--- src/logic/line_handshake_pkg.sv ---
`default_nettype none
package line_handshake_pkg;
    // Register map, word offsets on the plain register port
    localparam logic [3:0] CTRL_OFFSET = 4'h0;
    localparam logic [3:0] STATUS_OFFSET = 4'h1;
    // Control field positions
    localparam int SERIAL_MODE_LSB = 0;
    localparam int LINE_HS_LSB = 2;
    localparam int INTEGRITY_LSB = 4;
    localparam int DUAL_PORT_BIT = 6;
    // Status field positions
    localparam int ST_SELECTED_BIT = 0;
    localparam int ST_TX_HELD_BIT = 1;
    localparam int ST_REQ_STALL_BIT = 2;
    localparam int ST_CARD_LSB = 4;
    localparam int ST_HS_EFF_LSB = 8;
    // Reset values of the settings
    localparam logic [1:0] SERIAL_MODE_RESET = 2'h0;
    localparam logic [1:0] LINE_HS_RESET = 2'h1;
    localparam logic [1:0] INTEGRITY_RESET = 2'h0;
    localparam logic DUAL_PORT_RESET = 1'b0;
    // Framing characters
    localparam logic [7:0] CHAR_LF = 8'h0a;
    localparam logic [7:0] CHAR_CR = 8'h0d;
    localparam logic [7:0] CHAR_ACK = 8'h06;
    localparam logic [7:0] CHAR_BELL = 8'h07;
    // Widths
    localparam int CHAR_W = 8;
    localparam int CARD_W = 4;
    localparam int REG_ADDR_W = 4;
    localparam int REG_DATA_W = 16;
    // Cycles after reset release before the card strap is latched
    localparam logic [1:0] STRAP_SETTLE_CYCLES = 2'h3;
    // Formatter states
    typedef enum logic [6:0] {
        S_IDLE = 7'h01,
        S_LEAD = 7'h02,
        S_DATA = 7'h04,
        S_CR = 7'h08,
        S_LSUM = 7'h10,
        S_ACK = 7'h20,
        S_CSUM = 7'h40
    } fmt_state_t;
endpackage
`default_nettype wire

--- src/logic/serial_line_frame.sv ---
// What this block does
// - Serial mode: bit 0 clear gates on CTS, bit 1 set needs addressing.
// - Modes 0 and 2: no character starts until clear-to-send is asserted.
// - Modes 1 and 3: clear-to-send ignored, characters leave at once.
// - Held-off output queues and stalls the issuing program via ready.
// - Modes 0 and 1: act on every command, reply as required.
// - Modes 2 and 3: ignore commands until a select matches the card.
// - Card number comes from the hardware strap inputs.
// - Handshake 0: no ack for valid, bell for invalid, lines as data CR.
// - Handshake 1: LF acknowledges, bell rejects, lines lead with LF.
// - Handshake 2: ACK acknowledges, bell rejects, lines as data CR.
// - Handshake 3: ACK acknowledges, bell rejects, lines as LF data CR.
// - Trailing ack follows host responses except valid ones in handshake 0, omitted for program messages.
// - Checksum enabled: checksum bytes follow each CR and each valid host response, none after bell.
// - Line handshake setting resets to 1.
// - Dual-port ASCII enable coerces handshake 1 to 0 and 3 to 2.
//
// The implementer's own choices: the address-and-strobe port and the address map.
`default_nettype none
module serial_line_frame
    import line_handshake_pkg::*;
#(
    parameter int SYNC_STAGES = 2
) (
    input wire logic CLK_IN,
    input wire logic SYS_RST_IN,
    // Register port
    input wire logic [REG_ADDR_W-1:0] REG_ADDR_IN,
    input wire logic [REG_DATA_W-1:0] REG_WDATA_IN,
    input wire logic REG_WR_IN,
    input wire logic REG_RD_IN,
    output logic [REG_DATA_W-1:0] REG_RDATA_OUT,
    // Pins
    input wire logic HOST_CTS_IN,
    input wire logic [CARD_W-1:0] CARD_STRAP_IN,
    // Card-select command from the command parser
    input wire logic SEL_VALID_IN,
    input wire logic [CARD_W-1:0] SEL_CARD_IN,
    // Outgoing request stream
    input wire logic REQ_VALID_IN,
    output logic REQ_READY_OUT,
    input wire logic REQ_END_IN,
    input wire logic REQ_PROG_IN,
    input wire logic REQ_OK_IN,
    input wire logic REQ_FIRST_IN,
    input wire logic REQ_LAST_IN,
    input wire logic [CHAR_W-1:0] REQ_DATA_IN,
    // Commands may be acted on
    output logic CMD_ENABLE_OUT,
    // Character stream to the serial transmitter
    output logic [CHAR_W-1:0] TX_DATA_OUT,
    output logic TX_VALID_OUT,
    input wire logic TX_READY_IN
);
    // Settings
    logic [1:0] serial_mode_q;
    logic [1:0] line_hs_q;
    logic [1:0] integrity_q;
    logic dual_port_q;
    logic [1:0] hs_eff;
    logic cks_en;
    // Pin synchronisers
    logic [SYNC_STAGES-1:0] cts_sync_q;
    logic [CARD_W-1:0] strap_s1_q;
    logic [CARD_W-1:0] strap_s2_q;
    logic [1:0] strap_wait_q;
    logic [CARD_W-1:0] card_q;
    logic selected_q;
    logic muted;
    // Formatter
    fmt_state_t state_q;
    fmt_state_t state_d;
    logic req_take;
    logic [CHAR_W-1:0] req_data_q;
    logic req_last_q;
    logic [CHAR_W-1:0] ack_char_q;
    logic sum_after_ack_q;
    logic [CHAR_W-1:0] line_sum_q;
    logic [CHAR_W-1:0] emit_char;
    logic emit_valid;
    logic emit_push;
    // Buffer and output stage
    logic buf_in_ready;
    logic [CHAR_W-1:0] buf_data;
    logic buf_valid;
    logic cts_ok;
    logic tx_pop;

    // Dual-port channel drops the leading line feed
    // handshake coercion
    assign hs_eff = dual_port_q ? {line_hs_q[1], 1'b0} : line_hs_q;
    assign cks_en = integrity_q[0];

    // Register writes
    always_ff @(posedge CLK_IN) begin
        if (SYS_RST_IN) begin
            serial_mode_q <= SERIAL_MODE_RESET;
            line_hs_q <= LINE_HS_RESET;
            integrity_q <= INTEGRITY_RESET;
            dual_port_q <= DUAL_PORT_RESET;
        end else if (REG_WR_IN && REG_ADDR_IN == CTRL_OFFSET) begin
            serial_mode_q <= REG_WDATA_IN[SERIAL_MODE_LSB +: 2];
            line_hs_q <= REG_WDATA_IN[LINE_HS_LSB +: 2];
            integrity_q <= REG_WDATA_IN[INTEGRITY_LSB +: 2];
            dual_port_q <= REG_WDATA_IN[DUAL_PORT_BIT];
        end
    end

    // Register reads, data one cycle after the strobe, zero when unmapped
    always_ff @(posedge CLK_IN) begin
        if (SYS_RST_IN) begin
            REG_RDATA_OUT <= 16'h0000;
        end else if (REG_RD_IN) begin
            REG_RDATA_OUT <= 16'h0000;
            if (REG_ADDR_IN == CTRL_OFFSET) begin
                REG_RDATA_OUT[SERIAL_MODE_LSB +: 2] <= serial_mode_q;
                REG_RDATA_OUT[LINE_HS_LSB +: 2] <= line_hs_q;
                REG_RDATA_OUT[INTEGRITY_LSB +: 2] <= integrity_q;
                REG_RDATA_OUT[DUAL_PORT_BIT] <= dual_port_q;
            end else if (REG_ADDR_IN == STATUS_OFFSET) begin
                REG_RDATA_OUT[ST_SELECTED_BIT] <= selected_q;
                REG_RDATA_OUT[ST_TX_HELD_BIT] <= buf_valid && !cts_ok;
                REG_RDATA_OUT[ST_REQ_STALL_BIT] <= REQ_VALID_IN
                    && !REQ_READY_OUT;
                REG_RDATA_OUT[ST_CARD_LSB +: CARD_W] <= card_q;
                REG_RDATA_OUT[ST_HS_EFF_LSB +: 2] <= hs_eff;
            end
        end else begin
            REG_RDATA_OUT <= 16'h0000;
        end
    end

    // CTS pin synchroniser; only the last stage is looked at
    always_ff @(posedge CLK_IN) begin
        if (SYS_RST_IN) begin
            cts_sync_q <= '0;
        end else begin
            cts_sync_q <= {cts_sync_q[SYNC_STAGES-2:0], HOST_CTS_IN};
        end
    end

    // Strap synchroniser
    always_ff @(posedge CLK_IN) begin
        if (SYS_RST_IN) begin
            strap_s1_q <= '0;
            strap_s2_q <= '0;
        end else begin
            strap_s1_q <= CARD_STRAP_IN;
            strap_s2_q <= strap_s1_q;
        end
    end

    // Card number caught after release, once the synchroniser has filled
    // card number from straps
    always_ff @(posedge CLK_IN) begin
        if (SYS_RST_IN) begin
            strap_wait_q <= STRAP_SETTLE_CYCLES;
            card_q <= '0;
        end else if (strap_wait_q != 2'h0) begin
            strap_wait_q <= strap_wait_q - 2'h1;
            card_q <= strap_s2_q;
        end
    end

    // Select tracking; a non-matching select silences this card in modes 2 and 3
    // address match
    always_ff @(posedge CLK_IN) begin
        if (SYS_RST_IN) begin
            selected_q <= 1'b0;
        end else if (SEL_VALID_IN) begin
            selected_q <= (SEL_CARD_IN == card_q);
        end
    end

    assign muted = serial_mode_q[1] && !selected_q;

    always_ff @(posedge CLK_IN) begin
        if (SYS_RST_IN) begin
            CMD_ENABLE_OUT <= 1'b0;
        end else begin
            CMD_ENABLE_OUT <= !muted;
        end
    end

    assign req_take = REQ_VALID_IN && REQ_READY_OUT;

    // Next state of the line formatter
    always_comb begin
        state_d = state_q;
        unique case (state_q)
            S_IDLE: begin
                if (req_take && !(muted && !REQ_PROG_IN)) begin
                    if (!REQ_END_IN) begin
                        // lead LF in handshakes 1 and 3
                        state_d = (REQ_FIRST_IN && hs_eff[0]) ? S_LEAD
                            : S_DATA;
                    end else if (REQ_PROG_IN) begin
                        state_d = S_IDLE;
                    end else if (!REQ_OK_IN || hs_eff != 2'h0) begin
                        state_d = S_ACK;
                    end else if (cks_en) begin
                        state_d = S_CSUM;
                    end
                end
            end
            S_LEAD: if (buf_in_ready) state_d = S_DATA;
            S_DATA: begin
                if (buf_in_ready) begin
                    state_d = req_last_q ? S_CR : S_IDLE;
                end
            end
            S_CR: begin
                if (buf_in_ready) begin
                    state_d = cks_en ? S_LSUM : S_IDLE;
                end
            end
            S_LSUM: if (buf_in_ready) state_d = S_IDLE;
            S_ACK: begin
                if (buf_in_ready) begin
                    state_d = sum_after_ack_q ? S_CSUM : S_IDLE;
                end
            end
            S_CSUM: if (buf_in_ready) state_d = S_IDLE;
            default: state_d = S_IDLE;
        endcase
    end

    // Ready is high only in idle, so held-off output stalls the source
    // stall the issuer
    always_ff @(posedge CLK_IN) begin
        if (SYS_RST_IN) begin
            state_q <= S_IDLE;
            REQ_READY_OUT <= 1'b0;
        end else begin
            state_q <= state_d;
            REQ_READY_OUT <= (state_d == S_IDLE);
        end
    end

    // Request capture and acknowledge choice
    always_ff @(posedge CLK_IN) begin
        if (SYS_RST_IN) begin
            req_data_q <= '0;
            req_last_q <= 1'b0;
            ack_char_q <= CHAR_BELL;
            sum_after_ack_q <= 1'b0;
        end else if (req_take && state_q == S_IDLE) begin
            req_data_q <= REQ_DATA_IN;
            req_last_q <= REQ_LAST_IN;
            if (!REQ_OK_IN) begin
                ack_char_q <= CHAR_BELL;
            end else if (hs_eff == 2'h1) begin
                ack_char_q <= CHAR_LF;
            end else begin
                ack_char_q <= CHAR_ACK;
            end
            // A rejected line gets no checksum byte
            sum_after_ack_q <= cks_en && REQ_OK_IN;
        end
    end

    // Character offered to the buffer in each state
    always_comb begin
        emit_valid = 1'b1;
        emit_char = CHAR_LF;
        unique case (state_q)
            S_IDLE: emit_valid = 1'b0;
            S_LEAD: emit_char = CHAR_LF;
            S_DATA: emit_char = req_data_q;
            S_CR: emit_char = CHAR_CR;
            S_LSUM: emit_char = line_sum_q;
            S_ACK: emit_char = ack_char_q;
            S_CSUM: emit_char = req_data_q;
            default: emit_valid = 1'b0;
        endcase
    end

    assign emit_push = emit_valid && buf_in_ready;

    // Running line checksum, control characters included
    always_ff @(posedge CLK_IN) begin
        if (SYS_RST_IN) begin
            line_sum_q <= '0;
        end else if (state_q == S_IDLE && req_take && REQ_FIRST_IN) begin
            line_sum_q <= '0;
        end else if (emit_push && (state_q == S_LEAD || state_q == S_DATA
                || state_q == S_CR)) begin
            line_sum_q <= line_sum_q + emit_char;
        end
    end

    // Two entries decouple the formatter from a stalled transmitter
    two_entry_buffer #(
        .WIDTH(CHAR_W)
    ) u_tx_buffer (
        .clk_in(CLK_IN),
        .rst_in(SYS_RST_IN),
        .in_data_in(emit_char),
        .in_valid_in(emit_valid),
        .in_ready_out(buf_in_ready),
        .out_data_out(buf_data),
        .out_valid_out(buf_valid),
        .out_ready_in(tx_pop)
    );

    assign cts_ok = serial_mode_q[0] || cts_sync_q[SYNC_STAGES-1];
    assign tx_pop = buf_valid && cts_ok && (!TX_VALID_OUT || TX_READY_IN);

    // Output stage; a character once offered is not withdrawn by CTS
    always_ff @(posedge CLK_IN) begin
        if (SYS_RST_IN) begin
            TX_VALID_OUT <= 1'b0;
            TX_DATA_OUT <= '0;
        end else if (tx_pop) begin
            TX_VALID_OUT <= 1'b1;
            TX_DATA_OUT <= buf_data;
        end else if (TX_READY_IN) begin
            TX_VALID_OUT <= 1'b0;
        end
    end
endmodule
`default_nettype wire

--- src/logic/two_entry_buffer.sv ---
`default_nettype none
module two_entry_buffer #(
    parameter int WIDTH = 8
) (
    input wire logic clk_in,
    input wire logic rst_in,
    input wire logic [WIDTH-1:0] in_data_in,
    input wire logic in_valid_in,
    output logic in_ready_out,
    output logic [WIDTH-1:0] out_data_out,
    output logic out_valid_out,
    input wire logic out_ready_in
);
    logic [WIDTH-1:0] slot_q [2];
    logic wr_ptr_q;
    logic rd_ptr_q;
    logic [1:0] count_q;
    logic push;
    logic pop;

    // Honest full and empty from the entry count
    assign in_ready_out = (count_q != 2'h2);
    assign out_valid_out = (count_q != 2'h0);
    assign out_data_out = slot_q[rd_ptr_q];
    assign push = in_valid_in && in_ready_out;
    assign pop = out_valid_out && out_ready_in;

    // Storage, written at the write pointer
    always_ff @(posedge clk_in) begin
        if (push) begin
            slot_q[wr_ptr_q] <= in_data_in;
        end
    end

    // Pointers and occupancy
    always_ff @(posedge clk_in) begin
        if (rst_in) begin
            wr_ptr_q <= 1'b0;
            rd_ptr_q <= 1'b0;
            count_q <= 2'h0;
        end else begin
            if (push) begin
                wr_ptr_q <= ~wr_ptr_q;
            end
            if (pop) begin
                rd_ptr_q <= ~rd_ptr_q;
            end
            if (push && !pop) begin
                count_q <= count_q + 2'h1;
            end else if (pop && !push) begin
                count_q <= count_q - 2'h1;
            end
        end
    end
endmodule
`default_nettype wire

--- config.mk ---
export PLATFORM = sky130hd
export DESIGN_NAME = serial_line_frame
export DESIGN_NICKNAME = d
export VERILOG_FILES = /design/src/logic/line_handshake_pkg.sv /design/src/logic/serial_line_frame.sv /design/src/logic/two_entry_buffer.sv
export SDC_FILE = /design/constraint.sdc
export NUM_CORES = 1
export LEC_CHECK = 0
export ABC_AREA = 1
export BUFFER_PORTS_ARGS = -buffer_cell sky130_fd_sc_hd__buf_2
export CORE_AREA = 2 2 115 129
export DETAILED_ROUTE_END_ITERATION = 6
export DIE_AREA = 0 0 117 131
export PLACE_DENSITY = 0.52
export SLEW_MARGIN = 20
export SYNTH_ARGS = -nofsm -noshare
export SYNTH_HDL_FRONTEND = slang
export SYNTH_SLANG_ARGS = --single-unit
--- constraint.sdc ---
create_clock -name CLK_IN -period 4 [get_ports CLK_IN]
set_clock_uncertainty 0.15 [all_clocks]
set_input_delay 0.8 -clock CLK_IN [delete_from_list [all_inputs] [get_ports CLK_IN]]
set_output_delay 0.8 -clock CLK_IN [all_outputs]
set_load 0.02 [all_outputs]
==> flow_summary.yaml <==
power:
  ir_worst_vdd_uv: 206
  pwr-share-seq_pct: 48.2
  leakagePower_uw: 0.00211
  p_sw_uw: 637
  switching_share_pct: 29.0
  cellPowerDensity_nw_per_um2: 450
  power.share.clock_pct: 36.8
  internal-power_uw: 1560
  comb_power_share_pct: 15.0
global_route:
  gr-total-overflow: 0
  track_usage_pct: 12.6
  antenna_found_initial: 0
  grt_pass1_wl_mm: 14.9
  grt_pass1_vias: 3097
  grt_max_degree: 31
setup_path:
  path_class: "register to register"
  cpPeakStageDelay_ns: 0.43
  path_delay_family: "simple AND/OR/NAND/NOR gates"
  cpMostUsedCell: "nand2_1"
  crit_arrival_ns: 2.91
  r2r_setup_slack_ns: 1.18
  r2r_cells: 17
  required_ns: 4.09
  worstPathMaxFanout: 5
  cp.depth: 17
  r2r-start: "state_q[6]"
  worstPathCellList: "inv_2, nor2_1, nand2_1, nand2_2, inv_1, o21ai_0, ha_1, nand2_1, nand2_1, nand2_1, nand2_1, a21oi_1, nand3_1, nand3_1, nand2_1, inv_1, nor2_1"
  end_kind: "register"
  path_buf_inv: 3
  reg2reg_to: "line_sum_q[7]"
  crit_path_start_kind: "register"
  critical-path-slowest-cell: "dfxtp_1"
yosys:
  ys_async_sr_fraction_pct: 0
  synth.avg_cell_area_um2: 8.08
  synth-seq-cells: 93
  ys_seq_area_share_pct: 48.9
  ys.flop_type: "dfxtp_1"
  yosysWarnings: 0
  synth_cell_type_count: 39
  syn_area_um2: 4140
  synth_cells: 512
  synth_edf_count: 16
detailed_routing:
  drcViolationCount: 0
  firstDrtPassIters: 4
  ant_nets: 0
  drtIter0Drc: 159
  wl_per_cell_um: 12.4
  vias: 3382
  viasPerCell: 4.40
  drt-total-wl_mm: 9.52
die:
  die_area_um2: 15300
  initial_utilization_pct: 29.3
  pin_count: 76
  dieWidth_um: 117
  core_um2: 14100
  die_h_um: 131
  row_count: 46
sta:
  rsz0062_at_grt: "false"
  post-route-min-period_ns: 2.82
  fmax_ghz: 0.354
  slew_headroom_pct: 51.2
  setup_viol: 0
  finalHoldViolCount: 0
  timing.final.crit_share_pct: 70.6
  finalMaxSlewViolations: 0
  worst_pin_slew_ns: 0.729
  fin_setup_tns_ns: 0
cells_and_area:
  fin_nets: 630
  final_common_cell: "nand2_1"
  post-route-util_pct: 34.6
  area_growth_pct: 17.9
  n_antenna_cell: 0
  layout_common_cells: "nand2_1, dfxtp_1, inv_1, a21oi_1, buf_2"
  post_route_cells_drive_above_1_share_pct: 19.1
cts:
  cts_hold_buf: 0
  cts_tree: "yes"
  cts-root-buf: "clkbuf_16"
  ctsResizeCount: 0
  htree_levels: 3
  cts.sinks: 93
  cts_inserted_buffers: 9
  clk_latency_ns: 0.34
  clkTransAtPathRegs_ns: 0.07
  cts_setup_buffers: 0
  cts_buffer_depth: 2
hold_path:
  hold_class: "register to register"
  whs_endpoint: "strap_s2_q[0]"
  worstHoldStart: "strap_s1_q[0]"
  holdPathStages: 2
flow_run:
  cap_violations: 0
outcome:
  outcome: "completed"
placement:
  dp_hpwl_mm: 7.08
  port_buffers: 60
  gp_congestion: 0.836
[tightest hold or removal path, stage by stage, from the launching register on]
cell and delay, ns:
dfxtp_1 0.30, inv_1 0.04, nor2_1 0.03
[worst max path at each step]
stage               startpoint            end  slack, ns
detailed placement  state_q[1]  line_sum_q[7]       1.26
global placement    state_q[1]  line_sum_q[7]       1.30
finish              state_q[6]  line_sum_q[7]       1.18
global route        state_q[6]  line_sum_q[7]       0.81
CTS                 state_q[1]  line_sum_q[7]       1.21
floorplan           state_q[1]  line_sum_q[7]       1.72
[synthesized netlist by cell type, types with 3 or more instances]
cell type | instances | area (µm²)
nor2_2 | 3 | 18.8
nand2_2 | 7 | 43.8
xnor2_1 | 4 | 35.0
buf_4 | 6 | 45.0
ha_1 | 9 | 113
o32ai_1 | 4 | 35.0
edfxtp_1 | 16 | 480
nor2_4 | 4 | 45.0
o21ai_0 | 40 | 200
nand2_4 | 3 | 33.8
nand2_1 | 86 | 323
inv_2 | 11 | 41.3
nor3_1 | 4 | 20.0
inv_1 | 66 | 248
nand4_1 | 4 | 25.0
o21ai_1 | 7 | 35.0
buf_6 | 3 | 33.8
a31oi_1 | 3 | 18.8
nand3_1 | 26 | 130
dfxtp_1 | 77 | 1540
a21oi_1 | 60 | 300
clkbuf_1 | 9 | 33.8
xor2_1 | 5 | 43.8
nor2_1 | 34 | 128
[sequential cells by signal, summed over array words and instances (netlist names), 2 cells and up]
name / count
REG_RDATA_OUT: 10
TX_DATA_OUT: 8
ack_char_q: 3
serial_mode_q: 2
line_hs_q: 2
u_tx_buffer.slot_q: 16
integrity_q: 2
card_q: 4
state_q: 7
req_data_q: 8
strap_wait_q: 2
cts_sync_q: 2
strap_s1_q: 4
u_tx_buffer.count_q: 2
line_sum_q: 8
strap_s2_q: 4
[power by group through the flow]
| stage | logic (µW) | registers [µW] | clock network [µW] |
|---|---|---|---|
| after global placement | 327 | 1080 | 0 |
| after CTS | 334 | 1060 | 834 |
| after global routing | 376 | 1070 | 867 |
| final | 329 | 1060 | 807 |
| after floorplan | 247 | 1080 | 0 |
| after detailed placement | 333 | 1080 | 0 |
[cell type report]
cell class	count	area, µm²
fill	1458	9220
sequential	93	2020
multi-input combinational	325	1710
timing repair buffer	63	323
inverter	79	298
tap	192	240
clock buffer	9	225
clock inverter	7	56.3
[per-stage QoR]
stage / cell area [µm²] / setup WS [ns] / hold slack, ns / instances / power [µW]
5_1_grt: 4880 / 0.810 / 0.277 / 768 / 2310
3_5_place_dp: 4600 / 1.26 / 0.250 / 752 / 1410
4_1_cts: 4880 / 1.21 / 0.259 / 768 / 2220
3_3_place_gp: 4600 / 1.30 / 0.247 / 752 / 1400
2_1_floorplan: 4160 / 1.72 / 0.238 / 517 / 1330
6_report: 4880 / 1.18 / 0.260 / 768 / 2190
[logic make-up (layout without fill, tap and decap cells)]
logic type,count (synthesis),in the layout,share of synthesized area (%)
fa+ha+maj,10,10,3.21
compound gates,127,127,16.8
other cells,1,6,0.0907
flops,93,93,48.9
xor+xnor,9,9,1.91
simple gates,173,173,19.0
buf+inv,99,158,10.2
[per-layer routing]
metal  track usage, %  wire length, µm  vias up
met1             16.2             4480     1528
li1                 -                -     1786
met3             2.31              321        8
met4             6.09              117        0
met5                0                0        -
met2             20.4             4600       60
(Power assumes the default switching activity.)
